### config.mk
export PLATFORM = sky130hd
export DESIGN_NAME = pin_remap_selector
export DESIGN_NICKNAME = d
export VERILOG_FILES = /design/src/logic/pin_remap_pkg.sv /design/src/logic/pin_sync2.sv /design/src/logic/port_regs.sv /design/src/logic/pin_remap_selector.sv
export SDC_FILE = /design/constraint.sdc
export NUM_CORES = 1
export LEC_CHECK = 0
export BUFFER_PORTS_ARGS = -buffer_cell sky130_fd_sc_hd__buf_2
export CORE_AREA = 5 5 176 220
export DETAILED_ROUTE_END_ITERATION = 10
export DIE_AREA = 0 0 181 225
export PLACE_DENSITY_LB_ADDON = 0.12
export SYNTH_ARGS = -nofsm -noshare
export SYNTH_HDL_FRONTEND = slang
export SYNTH_HIERARCHICAL = 1
export SYNTH_SLANG_ARGS = --single-unit
export TNS_END_PERCENT = 30
### constraint.sdc
create_clock -name i_sys_clk -period 3.05 [get_ports i_sys_clk]
set_input_delay 0.1525 -clock i_sys_clk [delete_from_list [all_inputs] [get_ports i_sys_clk]]
set_output_delay 0.1525 -clock i_sys_clk [all_outputs]
set_load 0.03 [all_outputs]
### src/logic/pin_remap_pkg.sv
// constants shared by the pin remap selector and its helper modules
// assumes one system clock; pin indices count port*8+line, port a = 0
package pin_remap_pkg;
  localparam int NUM_PORTS = 8;
  localparam int PORT_W = 8;
  localparam int NUM_PINS = 64;
  localparam int NUM_TOUT = 9;
  localparam int NUM_TIN = 6;

  // wishbone byte offsets
  localparam logic [7:0] OFS_IN_REMAP = 8'h00;
  localparam logic [7:0] OFS_OUT_REMAP = 8'h04;
  localparam logic [7:0] OFS_BITOP = 8'h08;
  localparam logic [7:0] OFS_WAKE_EN = 8'h0c;
  localparam logic [2:0] REGION_DATA = 3'h1;
  localparam logic [2:0] REGION_DIR = 3'h2;

  localparam logic [7:0] REMAP_RST = 8'h00;
  localparam logic [7:0] PORT_RST = 8'hff;
  localparam logic [7:0] WAKE_EN_RST = 8'h00;
  // irq 0 and irq 1 inputs are active low, so they idle high out of reset
  localparam logic [5:0] TIN_RST = 6'h18;

  // implemented select bits per variant, smallest = 0, largest = 3
  localparam logic [7:0] IN_MASK [4] = '{8'h6f, 8'hef, 8'hef, 8'hff};
  localparam logic [7:0] OUT_MASK [4] = '{8'h07, 8'h3f, 8'hff, 8'hff};

  // bit operation word
  localparam int BITOP_LINE_LSB = 0;
  localparam int BITOP_PORT_LSB = 3;
  localparam int BITOP_VAL_BIT = 6;
  localparam int BITOP_DIR_BIT = 7;

  // timer output index
  localparam int TOUT_CHAN_A = 0;
  localparam int TOUT_CHAN_B_FIRST = 1;
  localparam int TOUT_CHAN_B_SECOND = 2;
  localparam int TOUT_T0_FIRST = 3;
  localparam int TOUT_T0_SECOND = 4;
  localparam int TOUT_T2_FIRST = 5;
  localparam int TOUT_T2_SECOND = 6;
  localparam int TOUT_T3_FIRST = 7;
  localparam int TOUT_T3_SECOND = 8;
  // select bit: [3] 1 = output remap register, [2:0] bit
  localparam logic [3:0] TOUT_SEL [9] = '{4'ha, 4'h0, 4'h1, 4'h8, 4'h9, 4'hc, 4'hd, 4'he, 4'hf};
  localparam logic [5:0] TOUT_PIN0 [9] = '{6'h01, 6'h10, 6'h11, 6'h00, 6'h15, 6'h13, 6'h14, 6'h33, 6'h30};
  localparam logic [5:0] TOUT_PIN1 [9] = '{6'h1a, 6'h1b, 6'h1c, 6'h18, 6'h19, 6'h1e, 6'h1f, 6'h28, 6'h29};
  localparam logic [1:0] TOUT_MIN_VAR [9] = '{2'h0, 2'h0, 2'h0, 2'h0, 2'h0, 2'h1, 2'h1, 2'h2, 2'h2};
  localparam logic [5:0] T0_SECOND_SMALL_PIN = 6'h07;

  // timer input index
  localparam int TIN_TIMER0_EXT_CLOCK_IN = 0;
  localparam int TIN_TIMER1_EXT_CLOCK_IN = 1;
  localparam int TIN_TIMER2_EXT_CLOCK_IN = 2;
  localparam int TIN_IRQ0 = 3;
  localparam int TIN_IRQ1 = 4;
  localparam int TIN_IRQ2 = 5;
  localparam logic [2:0] TIN_SEL [6] = '{3'h5, 3'h6, 3'h7, 3'h2, 3'h3, 3'h4};
  localparam logic [5:0] TIN_PIN0 [6] = '{6'h02, 6'h04, 6'h12, 6'h03, 6'h04, 6'h14};
  localparam logic [5:0] TIN_PIN1 [6] = '{6'h20, 6'h21, 6'h22, 6'h24, 6'h25, 6'h26};
  localparam logic [1:0] TIN_MIN_VAR [6] = '{2'h0, 2'h0, 2'h1, 2'h0, 2'h0, 2'h3};
endpackage

### src/logic/pin_sync2.sv
// two-flop synchroniser for a vector of pin levels
// assumes each bit is an independent level; no bus coherency is given
module pin_sync2
  import pin_remap_pkg::*;
#(
  parameter int W = NUM_PINS
) (
  input wire logic i_sys_clk,
  input wire logic i_rstn,
  input wire logic [W-1:0] i_async,
  output logic [W-1:0] o_sync
);
  logic [W-1:0] meta_reg;

  // pins idle high through their pull-ups, so reset to ones
  always_ff @(posedge i_sys_clk or negedge i_rstn) begin
    if (!i_rstn) begin
      meta_reg <= '1;
      o_sync <= '1;
    end else begin
      meta_reg <= i_async;
      o_sync <= meta_reg;
    end
  end
endmodule

### src/logic/port_regs.sv
// port data and direction registers for all ports
// assumes at most one write strobe per port per cycle from the bus side
module port_regs
  import pin_remap_pkg::*;
(
  input wire logic i_sys_clk,
  input wire logic i_rstn,
  input wire logic [NUM_PORTS-1:0] i_data_we,
  input wire logic [NUM_PORTS-1:0] i_dir_we,
  input wire logic [PORT_W-1:0] i_wdata,
  output logic [NUM_PINS-1:0] o_data,
  output logic [NUM_PINS-1:0] o_dir
);
  for (genvar p = 0; p < NUM_PORTS; p++) begin : g_port
    always_ff @(posedge i_sys_clk or negedge i_rstn) begin
      if (!i_rstn) begin
        o_data[p*PORT_W +: PORT_W] <= PORT_RST;
        o_dir[p*PORT_W +: PORT_W] <= PORT_RST;
      end else begin
        if (i_data_we[p]) begin
          o_data[p*PORT_W +: PORT_W] <= i_wdata;
        end
        if (i_dir_we[p]) begin
          o_dir[p*PORT_W +: PORT_W] <= i_wdata;
        end
      end
    end
  end
endmodule

### src/logic/pin_remap_selector.sv
// pin remap selector: remap select registers, port registers, wake-up
// assumes a classic wishbone master on i_sys_clk and raw pins from outside
//
// Summary of operation
// - timer 1 clock from A4, or E1 when input remap bit 6 set.
// - timer 0 clock from A2, or E0 when input remap bit 5 set.
// - timer 2 clock from C2, or E2 by bit 7, if timer 2 exists.
// - irq 1 (low) from A4, or E5 when input remap bit 3 set.
// - irq 0 (low) from A3, or E4 when input remap bit 2 set.
// - largest variant only: irq 2 from C4, or E6 by bit 4; else zero.
// - channel b second output on C1, or D4 when input remap bit 1 set.
// - channel b first output on C0, or D3 when input remap bit 0 set.
// - channel a output on A1, or D2 when output remap bit 2 set.
// - timer 0 second on D1 when bit 1 set; else A7 smallest, C5 others.
// - timer 0 first output on A0, or D0 when output remap bit 0 set.
// - timer 2 second output on C4, or D7 when output remap bit 5 set.
// - timer 2 first output on C3, or D6 when output remap bit 4 set.
// - timer 3 second output on G0, or F1 when output remap bit 7 set.
// - timer 3 first output on G3, or F0 when output remap bit 6 set.
// - select bits reset to zero; missing bits read zero, ignore writes.
// - port data and direction registers reset to all ones.
// - an output pin drives its data register, high after reset.
// - single-bit set or clear reads whole port, changes bit, writes all.
// - in sleep, a falling edge on an enabled port a pin wakes.
// - direction bit 0 makes the pin output, 1 makes it input.
module pin_remap_selector
  import pin_remap_pkg::*;
#(
  parameter logic [1:0] VARIANT = 2'h3
) (
  input wire logic i_sys_clk,
  input wire logic i_rstn,
  input wire logic i_wb_cyc,
  input wire logic i_wb_stb,
  input wire logic i_wb_we,
  input wire logic [7:0] i_wb_adr,
  input wire logic [3:0] i_wb_sel,
  input wire logic [31:0] i_wb_dat,
  output logic [31:0] o_wb_dat,
  output logic o_wb_ack,
  input wire logic [NUM_PINS-1:0] i_pin_in,
  output logic [NUM_PINS-1:0] o_pin_out,
  output logic [NUM_PINS-1:0] o_pin_oe,
  input wire logic [NUM_TOUT-1:0] i_timer_out,
  input wire logic [NUM_TOUT-1:0] i_timer_out_en,
  output logic o_timer0_ext_clock_in,
  output logic o_timer1_ext_clock_in,
  output logic o_timer2_ext_clock_in,
  output logic o_ext_irq0_in_n,
  output logic o_ext_irq1_in_n,
  output logic o_ext_irq2_in,
  input wire logic i_sleep,
  output logic o_wake
);
  logic [7:0] input_remap_select_reg;
  logic [7:0] timer_output_remap_select_reg;
  logic [7:0] wake_en_reg;
  logic [7:0] porta_prev_reg;
  logic ack_reg;
  logic [NUM_PINS-1:0] pin_s;
  logic [NUM_PINS-1:0] data_q;
  logic [NUM_PINS-1:0] dir_q;
  logic [NUM_PINS-1:0] port_val;
  logic [NUM_PORTS-1:0] data_we;
  logic [NUM_PORTS-1:0] dir_we;
  logic [PORT_W-1:0] port_wdata;
  logic [NUM_PINS-1:0] ovr_hit;
  logic [NUM_PINS-1:0] ovr_val;
  logic [NUM_PINS-1:0] pin_out_next;
  logic [NUM_PINS-1:0] pin_oe_next;
  logic [5:0] tout_pin [NUM_TOUT];
  logic [NUM_TOUT-1:0] tout_live;
  logic [NUM_TIN-1:0] tin_next;
  logic [NUM_TIN-1:0] tin_reg;
  logic bus_req;
  logic bus_wr;
  logic bitop_go;
  logic [2:0] bitop_port;
  logic [2:0] bitop_line;
  logic [PORT_W-1:0] bitop_old;
  logic [PORT_W-1:0] bitop_new;
  logic [7:0] rd_next;
  logic [7:0] fall;

  // ****************************************
  // pin synchroniser and port registers
  // ****************************************
  pin_sync2 #(.W(NUM_PINS)) u_sync (
    .i_sys_clk(i_sys_clk),
    .i_rstn(i_rstn),
    .i_async(i_pin_in),
    .o_sync(pin_s)
  );

  port_regs u_ports (
    .i_sys_clk(i_sys_clk),
    .i_rstn(i_rstn),
    .i_data_we(data_we),
    .i_dir_we(dir_we),
    .i_wdata(port_wdata),
    .o_data(data_q),
    .o_dir(dir_q)
  );

  // reading a port shows the pin for inputs and the latch for outputs
  assign port_val = (dir_q & pin_s) | (~dir_q & data_q);

  // ****************************************
  // wishbone slave
  // ****************************************
  // one wait state: ack comes the cycle after the request and then drops
  assign bus_req = i_wb_cyc && i_wb_stb && !ack_reg;
  assign bus_wr = bus_req && i_wb_we && i_wb_sel[0];
  assign o_wb_ack = ack_reg;
  assign bitop_go = bus_wr && (i_wb_adr == OFS_BITOP);
  assign bitop_port = i_wb_dat[BITOP_PORT_LSB +: 3];
  assign bitop_line = i_wb_dat[BITOP_LINE_LSB +: 3];

  // bit operation snapshots the whole port, edits one bit, writes all
  always_comb begin
    bitop_old = i_wb_dat[BITOP_DIR_BIT] ? dir_q[bitop_port*PORT_W +: PORT_W]
                                        : port_val[bitop_port*PORT_W +: PORT_W];
    bitop_new = bitop_old;
    bitop_new[bitop_line] = i_wb_dat[BITOP_VAL_BIT];
  end

  always_comb begin
    data_we = '0;
    dir_we = '0;
    port_wdata = i_wb_dat[7:0];
    if (bitop_go) begin
      port_wdata = bitop_new;
      if (i_wb_dat[BITOP_DIR_BIT]) begin
        dir_we[bitop_port] = 1'b1;
      end else begin
        data_we[bitop_port] = 1'b1;
      end
    end else if (bus_wr && i_wb_adr[7:5] == REGION_DATA) begin
      data_we[i_wb_adr[4:2]] = 1'b1;
    end else if (bus_wr && i_wb_adr[7:5] == REGION_DIR) begin
      dir_we[i_wb_adr[4:2]] = 1'b1;
    end
  end

  always_comb begin
    rd_next = 8'h00;
    if (i_wb_adr == OFS_IN_REMAP) begin
      rd_next = input_remap_select_reg;
    end else if (i_wb_adr == OFS_OUT_REMAP) begin
      rd_next = timer_output_remap_select_reg;
    end else if (i_wb_adr == OFS_WAKE_EN) begin
      rd_next = wake_en_reg;
    end else if (i_wb_adr[7:5] == REGION_DATA && i_wb_adr[1:0] == 2'h0) begin
      rd_next = port_val[i_wb_adr[4:2]*PORT_W +: PORT_W];
    end else if (i_wb_adr[7:5] == REGION_DIR && i_wb_adr[1:0] == 2'h0) begin
      rd_next = dir_q[i_wb_adr[4:2]*PORT_W +: PORT_W];
    end
  end

  always_ff @(posedge i_sys_clk or negedge i_rstn) begin
    if (!i_rstn) begin
      ack_reg <= 1'b0;
      o_wb_dat <= 32'h0000_0000;
    end else begin
      ack_reg <= bus_req;
      if (bus_req) begin
        o_wb_dat <= {24'h00_0000, rd_next};
      end
    end
  end

  // ****************************************
  // remap and wake enable registers
  // ****************************************
  // zero at reset; missing bits masked so they stay zero
  always_ff @(posedge i_sys_clk or negedge i_rstn) begin
    if (!i_rstn) begin
      input_remap_select_reg <= REMAP_RST;
      timer_output_remap_select_reg <= REMAP_RST;
      wake_en_reg <= WAKE_EN_RST;
    end else if (bus_wr) begin
      if (i_wb_adr == OFS_IN_REMAP) begin
        input_remap_select_reg <= i_wb_dat[7:0] & IN_MASK[VARIANT];
      end
      if (i_wb_adr == OFS_OUT_REMAP) begin
        timer_output_remap_select_reg <= i_wb_dat[7:0] & OUT_MASK[VARIANT];
      end
      if (i_wb_adr == OFS_WAKE_EN) begin
        wake_en_reg <= i_wb_dat[7:0];
      end
    end
  end

  // ****************************************
  // timer output routing
  // ****************************************
  for (genvar k = 0; k < NUM_TOUT; k++) begin : g_tout
    logic sel;
    assign sel = TOUT_SEL[k][3] ? timer_output_remap_select_reg[TOUT_SEL[k][2:0]]
                                : input_remap_select_reg[TOUT_SEL[k][2:0]];
    assign tout_pin[k] = sel ? TOUT_PIN1[k] :
                         (k == TOUT_T0_SECOND && VARIANT == 2'h0) ? T0_SECOND_SMALL_PIN : TOUT_PIN0[k];
    assign tout_live[k] = i_timer_out_en[k] && (TOUT_MIN_VAR[k] <= VARIANT);
  end

  // only the chosen pin is taken over, all others keep port logic
  always_comb begin
    ovr_hit = '0;
    ovr_val = '0;
    for (int k = 0; k < NUM_TOUT; k++) begin
      if (tout_live[k]) begin
        ovr_hit[tout_pin[k]] = 1'b1;
        ovr_val[tout_pin[k]] = i_timer_out[k];
      end
    end
  end

  // port output drives latch when direction bit is 0
  assign pin_out_next = (ovr_hit & ovr_val) | (~ovr_hit & data_q);
  assign pin_oe_next = ovr_hit | ~dir_q;

  always_ff @(posedge i_sys_clk or negedge i_rstn) begin
    if (!i_rstn) begin
      o_pin_out <= '1;
      o_pin_oe <= '0;
    end else begin
      o_pin_out <= pin_out_next;
      o_pin_oe <= pin_oe_next;
    end
  end

  // ****************************************
  // timer clock and interrupt input routing
  // ****************************************
  for (genvar j = 0; j < NUM_TIN; j++) begin : g_tin
    // sample chosen pin, absent functions idle
    assign tin_next[j] = (TIN_MIN_VAR[j] > VARIANT) ? (j == TIN_IRQ0 || j == TIN_IRQ1) :
                         input_remap_select_reg[TIN_SEL[j]] ? pin_s[TIN_PIN1[j]] : pin_s[TIN_PIN0[j]];
  end

  always_ff @(posedge i_sys_clk or negedge i_rstn) begin
    if (!i_rstn) begin
      tin_reg <= TIN_RST;
    end else begin
      tin_reg <= tin_next;
    end
  end

  assign o_timer0_ext_clock_in = tin_reg[TIN_TIMER0_EXT_CLOCK_IN];
  assign o_timer1_ext_clock_in = tin_reg[TIN_TIMER1_EXT_CLOCK_IN];
  assign o_timer2_ext_clock_in = tin_reg[TIN_TIMER2_EXT_CLOCK_IN];
  assign o_ext_irq0_in_n = tin_reg[TIN_IRQ0];
  assign o_ext_irq1_in_n = tin_reg[TIN_IRQ1];
  assign o_ext_irq2_in = tin_reg[TIN_IRQ2];

  // ****************************************
  // port a wake-up
  // ****************************************
  assign fall = porta_prev_reg & ~pin_s[7:0];

  // falling edge on enabled port a pin while asleep
  always_ff @(posedge i_sys_clk or negedge i_rstn) begin
    if (!i_rstn) begin
      porta_prev_reg <= 8'hff;
      o_wake <= 1'b0;
    end else begin
      porta_prev_reg <= pin_s[7:0];
      o_wake <= i_sleep && |(fall & wake_en_reg);
    end
  end

  // ****************************************
  // assertions
  // ****************************************
  logic first_reg;
  always_ff @(posedge i_sys_clk or negedge i_rstn) begin
    if (!i_rstn) begin
      first_reg <= 1'b1;
    end else begin
      first_reg <= 1'b0;
    end
  end

  timer1_ext_clock_in_route_a: assert property (@(posedge i_sys_clk) disable iff (!i_rstn)
    !first_reg |-> o_timer1_ext_clock_in == $past(input_remap_select_reg[6] ? pin_s[33] : pin_s[4]))
    else $error("timer 1 clock from wrong pin");

  timer0_ext_clock_in_route_a: assert property (@(posedge i_sys_clk) disable iff (!i_rstn)
    !first_reg |-> o_timer0_ext_clock_in == $past(input_remap_select_reg[5] ? pin_s[32] : pin_s[2]))
    else $error("timer 0 clock from wrong pin");

  irq0_route_a: assert property (@(posedge i_sys_clk) disable iff (!i_rstn)
    !first_reg |-> o_ext_irq0_in_n == $past(input_remap_select_reg[2] ? pin_s[36] : pin_s[3]))
    else $error("irq 0 from wrong pin");

  irq2_bit_a: assert property (@(posedge i_sys_clk) disable iff (!i_rstn)
    VARIANT != 2'h3 |-> input_remap_select_reg[4] == 1'b0)
    else $error("irq 2 select set on a variant without it");

  timer2_ext_clock_in_route_a: assert property (@(posedge i_sys_clk) disable iff (!i_rstn)
    VARIANT != 2'h0 && !first_reg |->
      o_timer2_ext_clock_in == $past(input_remap_select_reg[7] ? pin_s[34] : pin_s[18]))
    else $error("timer 2 clock from wrong pin");

  irq1_route_a: assert property (@(posedge i_sys_clk) disable iff (!i_rstn)
    !first_reg |-> o_ext_irq1_in_n == $past(input_remap_select_reg[3] ? pin_s[37] : pin_s[4]))
    else $error("irq 1 from wrong pin");

  irq2_route_a: assert property (@(posedge i_sys_clk) disable iff (!i_rstn)
    VARIANT == 2'h3 && !first_reg |->
      o_ext_irq2_in == $past(input_remap_select_reg[4] ? pin_s[38] : pin_s[20]))
    else $error("irq 2 from wrong pin");

  t0_first_pin_a: assert property (@(posedge i_sys_clk) disable iff (!i_rstn)
    i_timer_out_en[TOUT_T0_FIRST] && timer_output_remap_select_reg[0] |=>
      o_pin_oe[24] && o_pin_out[24] == $past(i_timer_out[TOUT_T0_FIRST]) && o_pin_oe[0] == !$past(dir_q[0]))
    else $error("timer 0 first output not moved to its remapped pin");

  chan_a_pin_a: assert property (@(posedge i_sys_clk) disable iff (!i_rstn)
    i_timer_out_en[TOUT_CHAN_A] && !timer_output_remap_select_reg[2] |=>
      o_pin_oe[1] && o_pin_out[1] == $past(i_timer_out[TOUT_CHAN_A]))
    else $error("channel a not on its default pin");

  remap_write_a: assert property (@(posedge i_sys_clk) disable iff (!i_rstn)
    bus_wr && i_wb_adr == OFS_OUT_REMAP |=> timer_output_remap_select_reg == $past(i_wb_dat[7:0] & OUT_MASK[VARIANT]))
    else $error("output remap write not masked or lost");

  port_reset_a: assert property (@(posedge i_sys_clk) disable iff (!i_rstn)
    first_reg |-> data_q == '1 && dir_q == '1 && o_pin_oe == '0)
    else $error("ports not all ones after reset");

  dir_input_a: assert property (@(posedge i_sys_clk) disable iff (!i_rstn)
    !first_reg |-> o_pin_oe[15:8] == ~$past(dir_q[15:8]) && o_pin_out[15:8] == $past(data_q[15:8]))
    else $error("port b direction not honoured");

  bitop_rmw_a: assert property (@(posedge i_sys_clk) disable iff (!i_rstn)
    bitop_go && !i_wb_dat[BITOP_DIR_BIT] |=> data_q[$past(bitop_port)*PORT_W +: PORT_W] == $past(bitop_new))
    else $error("bit operation did not write whole port back");

  wake_a: assert property (@(posedge i_sys_clk) disable iff (!i_rstn)
    i_sleep && |(fall & wake_en_reg) |=> o_wake ##1 !o_wake || $past(i_sleep && |(fall & wake_en_reg)))
    else $error("wake not raised on enabled falling edge");

  ack_pulse_a: assert property (@(posedge i_sys_clk) disable iff (!i_rstn)
    i_wb_cyc && i_wb_stb && !o_wb_ack |=> o_wb_ack ##1 !o_wb_ack)
    else $error("bus ack not a single pulse after one cycle");
endmodule

======== Yosys cells after proc, flatten, opt, wreduce, memory -nomap -nowiden ========
Cells that the tools add are included.
storage, ports and cells
  register bits after elaboration ......... 432
  logic and storage cells ................. 191
cells by class
  mux-type cells .......................... 80
  reductions and logical operators ........ 29
  order comparisons ....................... 24
  equality and inequality tests ........... 5
  shifts and indexed selects .............. 4
  bitwise operators ....................... 21
operators with widths
  operator              count
  $mux W64              18
  $or A64 B64 Y64       11
  $bwmux W64            8
  $and A64 B64 Y64      5
  $shiftx A64 B7 Y8     4
  $not A64 Y64          2
  $mux W8               14
  $demux W1 S6          9
  $lt A5 B7 Y1 const B  7
  $ge A5 B1 Y1 const B  7
  $logic_and A1 B1 Y1   22
  $mux W4               5
  $mux W5               4
  $mux W1               18
  $and A8 B8 Y8         2
  $eq A8 B4 Y1 const B  2
  $lt A6 B7 Y1 const B  2
  $ge A6 B1 Y1 const B  2
  $lt A3 B4 Y1 const B  3
  $demux W1 S3          3
  $ge A3 B1 Y1 const B  3
  $bwmux W8             1
  $eq A8 B3 Y1 const B  1
  $logic_not A8 Y1      1
  7 further kinds       9

======== Logic depth before layout (Yosys ltp) ========
  word-level depth ........................ 25
  mapped depth ............................ 10
  mapped depth without buffers ............ 7

======== Cells and area by module ========
Netlist, hierarchy kept.
modules (own cells, without submodules)
  module              area an instance (um^2)  cells each  times used
  pin_remap_selector  9482.8                   890         1
  port_regs           5116.2                   280         1
  pin_sync2           3363.2                   128         1

======== Worst setup path before layout ========
Ideal clock, no wire load.
  path kind ............................... register to register
  from .................................... register u_ports.o_data[31]
  to ...................................... register u_ports.o_data[15]
  setup time .............................. 59 ps
  arrival ................................. 2127 ps
  stages on the path, launching flop included .. 8
  setup slack ............................. 864 ps
  period minus slack after synthesis ...... 2186 ps
  buffers on the path ..................... 1
  path through ............................ dfstp_2 -> or3b_2 -> a211o_1 -> a31o_2 -> o211a_1 -> o22ai_1 -> buf_6 -> mux2_4
between the ends
  longest elaborated chain between the ends .. 6
RTL lines
  element                          line                       RTL
  start, declared                  port_regs.sv:11            output logic [NUM_PINS-1:0] o_data,
  start signal, assigned by index  port_regs.sv:21            o_data[p*PORT_W +: PORT_W] <= i_wdata;
  $and A64 B64 Y64                 pin_remap_selector.sv:106  assign port_val = (dir_q & pin_s) | (~dir_q & data_q);
  $or A64 B64 Y64                  pin_remap_selector.sv:106
  $shiftx A64 B7 Y8                pin_remap_selector.sv:122  : port_val[bitop_port*PORT_W +: PORT_W];
  $mux W8                          pin_remap_selector.sv:121  bitop_old = i_wb_dat[BITOP_DIR_BIT] ? dir_q[bitop_port*PORT_W +: PORT_W]
  $bwmux W8                        pin_remap_selector.sv:124  bitop_new[bitop_line] = i_wb_dat[BITOP_VAL_BIT];
  $mux W8                          pin_remap_selector.sv:131  if (bitop_go) begin
  named net port_wdata[7]          pin_remap_selector.sv:66   logic [PORT_W-1:0] port_wdata;
The timed path passes the listed nets, and every way through them passes these cells.
A chain may end at the register's enable or synchronous reset.

======== Worst setup path after layout ========
  from .................................... register ack_reg, in the netlist o_wb_ack
  to ...................................... register u_ports.o_data[1]
between the ends
  longest elaborated chain between the ends .. 7
  elaborated cells between the ends (all ways) .. 9
  those cells by class .................... mux (3); reduce/logical (6)
RTL lines
  element                               line                       RTL
  start, declared                       pin_remap_selector.sv:59   logic ack_reg;
  start signal, assigned                pin_remap_selector.sv:165  ack_reg <= bus_req;
  $logic_not A1 Y1 (*)                  pin_remap_selector.sv:112  assign bus_req = i_wb_cyc && i_wb_stb && !ack_reg;
  $logic_and A1 B1 Y1 (*)               pin_remap_selector.sv:112
  $logic_and A1 B1 Y1 (*) (2 in a row)  pin_remap_selector.sv:113  assign bus_wr = bus_req && i_wb_we && i_wb_sel[0];
  $logic_and A1 B1 Y1                   pin_remap_selector.sv:138  end else if (bus_wr && i_wb_adr[7:5] == REGION_DATA) begin
  $mux W8                               pin_remap_selector.sv:138
  $mux W8 (*)                           pin_remap_selector.sv:131
  named net data_we[0]                  pin_remap_selector.sv:64   logic [NUM_PORTS-1:0] data_we;
The timed path passes the listed nets; every way through them passes the cells marked *.

==> results.tsv <==
metric	value	unit
status	complete, no violations	
coreArea	36200	sq um
place_hpwl	40.5	mm
post_cts_buffers	0	
die-area	40700	sq um
required	3.53	ns
synth_cell_types	66	
fin_skew	0.0128	ns
synthTopCellsByArea	dfstp_2, dfrtp_1, mux2_2	
synthArstFlopShare	1.00	
initial_utilization	0.496	
synth.avg_cell_area	13.8	sq um
die-width	181	microns
wire_per_inst	25.4	microns
syn_to_final_growth	23.7	%
synthCells	1298	
htree_levels	2	
maxSlewViolCount	0	
fmax	391	MHz
yosysSeqAreaShare	0.625	
cts_resized	0	
p_leak	8.85	nW
start_kind	flop	
startpoint	o_wb_ack$_DFF_PN0_	
hold_viol	0	
path_clk_slew	0.06	ns
dieHeight	225	microns
grt_pass1_vias	12573	
fillCellCount	2858	
cts_tree	done	
place.gp.congestion	0.962	
tightestPinTransition	0.937	ns
max_slew_margin	0.373	
timing.rr.start	o_wb_ack$_DFF_PN0_	
dr_total_vias	12317	
maxCapViolCount	0	
finalSetupViolCount	0	
post-route-min-period	2.56	ns
grtUsageTotal	0.269	
drc_errors	0	
drt_first_pass_iters	6	
synth_most_common_cell	dfstp_2	
slowest_delay	0.60	ns
path_class	flop to flop	
finalSetupTns	0	ns
grt_pass1_wl	82.3	mm
synthFlopType	dfstp_2	
cp-end-kind	flop	
synth_edf_count	0	
rsz0062_at_grt	false	
numCtsBuffers	43	
cp_max_fo	9	
cp.arrival	3.04	ns
hp-class	input pin to flop	
row_count	78	
port-buffer-count	248	
vdd.ir_drop.worst	0.384	mV
cts-root-buf	clkbuf_16	
worstHoldStart	i_timer_out_en[4]	
synthesis.area	18000	sq um
ant_nets	0	
drive_above_1_share	0.559	
finish.utilization	0.614	
ys_top_cells_by_count	dfstp_2, mux2_2, dfrtp_1	
drt_iter0_markers	1103	
via_per_inst	5.61	
cts.path.max_buffers	3	
post-route-period-util	0.839	
power_density	567	nW/um^2
yosys_warnings	6	
crit_chain	nand3b_4 -> nor4_4 -> nand2_1 -> o22ai_1 -> buf_4 -> mux2_2	
antenna_found_initial	4	
grt-ovfl-total	0	
r2r_setup_slack	0.49	ns
yosys.area.top_type	dfstp_2	
insertion_delay	0.55	ns
ioPinCount	300	
grt_max_degree	100	
nets	1812	
cts.sinks	432	
ys_ff_latch	432	
crit_path_top_delay_cell	nor4_4	
netlist.area_leader.share	0.483	
routed_wirelength	55.8	mm
[critical path, delay by kind of cell (launching register included)]
| kind | cells | cell delay [ns] |
|---|---|---|
| compound gates | 1 | 0.40 |
| simple gates | 3 | 1.08 |
| flops | 1 | 0.37 |
| mux | 1 | 0.35 |
| buf+inv | 1 | 0.27 |
[per-layer routing]
layer | up-vias | part of all wire | GRT usage | routed length [microns]
met3 | 106 | 0.081 | 0.0536 | 4490
met1 | 6266 | 0.42 | 0.378 | 23400
met2 | 565 | 0.47 | 0.428 | 26200
li1 | 5380 | - | - | -
met4 | 0 | 0.029 | 0.0819 | 1650
met5 | - | 0 | 0 | 0
[cell usage in the layout, fill, tap and decap left out, drive strengths merged, types with 3 or more instances in the layout]
master         n
o21a           5
clkinvlp       3
o31ai          4
a21boi         4
dfrtp        102
mux2i         65
nand3b         7
o311ai         8
nor3b          6
or3            8
dfstp        330
o21ai         69
mux2         173
nor2b         14
a31oi         12
conb          24
clkbuf        62
and3           7
o221ai         6
nand2         57
inv           60
a211oi         6
diode          3
a21oi         49
o22a           3
or3b          18
nand2b        23
dlygate4sd3   83
nand3         25
o211ai         6
nor2          24
a22oi          7
nor3           3
clkinv         9
o22ai         45
buf          326
a31o           3
nor4           6
or2            6
mux4          21
[final timing paths]
check	to	depth (start not counted)
max	u_ports/o_data[1]$_DFFE_PN1P_	6
min	o_pin_oe[25]$_DFF_PN0_	3
max reg2reg	u_ports/o_data[1]$_DFFE_PN1P_	6
min reg2reg	u_sync/o_sync[35]$_DFF_PN1_	0
max in group asynchronous	u_sync/meta_reg[8]$_DFF_PN1_	3
min in group asynchronous	o_pin_oe[10]$_DFF_PN0_	2
[repair_timing]
| action | CTS | global route |
|---|---|---|
| endpoints found under the setup margin | 0 | 0 |
| hold buffers | 83 | 0 |
| endpoints found under the hold margin | 121 | 0 |
[final cells by class]
| cell class | instances | area (sq um) | area share |
|---|---|---|---|
| Sequential cell | 432 | 11200 | 0.505 |
| Multi-Input combinational cell | 737 | 5950 | 0.268 |
| Timing Repair Buffer | 409 | 2770 | 0.125 |
| Clock buffer | 62 | 1300 | 0.0586 |
| Tap cell | 480 | 601 | 0.0270 |
| Inverter | 57 | 214 | 0.00963 |
| Clock inverter | 17 | 161 | 0.00726 |
| Antenna cell | 3 | 7.51 | 0.000338 |
[through the flow]
step | hold WS [ns] | power, mW | std cells | instance area [sq um] | setup slack, ns
floorplan | -0.143 | 6.75 | 1321 | 18000 | 0.864
global placement | 0.258 | 7.22 | 2032 | 19900 | 0.415
detailed placement | 0.259 | 7.23 | 2032 | 19900 | 0.377
CTS | 0.0256 | 12.7 | 2194 | 22200 | 0.530
global route | 0.0377 | 13.0 | 2197 | 22200 | 0.416
finish | 0.0527 | 12.6 | 2197 | 22200 | 0.490
[cells by family (layout without fill, tap and decap cells)]
kind of cell / count (synthesis) / count (layout) / synth area share
flops: 432 / 432 / 0.625
simple gates: 208 / 208 / 0.0658
mux: 259 / 259 / 0.174
buf+inv: 152 / 545 / 0.0497
other cells: 1 / 27 / 0.000209
compound gates: 246 / 246 / 0.0860
[power by group]
group          internal (mW)  total, mW  switching, mW
clock network           3.16       5.38           2.22
logic                  0.369       1.02          0.650
registers               6.06       6.21          0.149
total                   9.59       12.6           3.02
(Power assumes the default switching activity.)
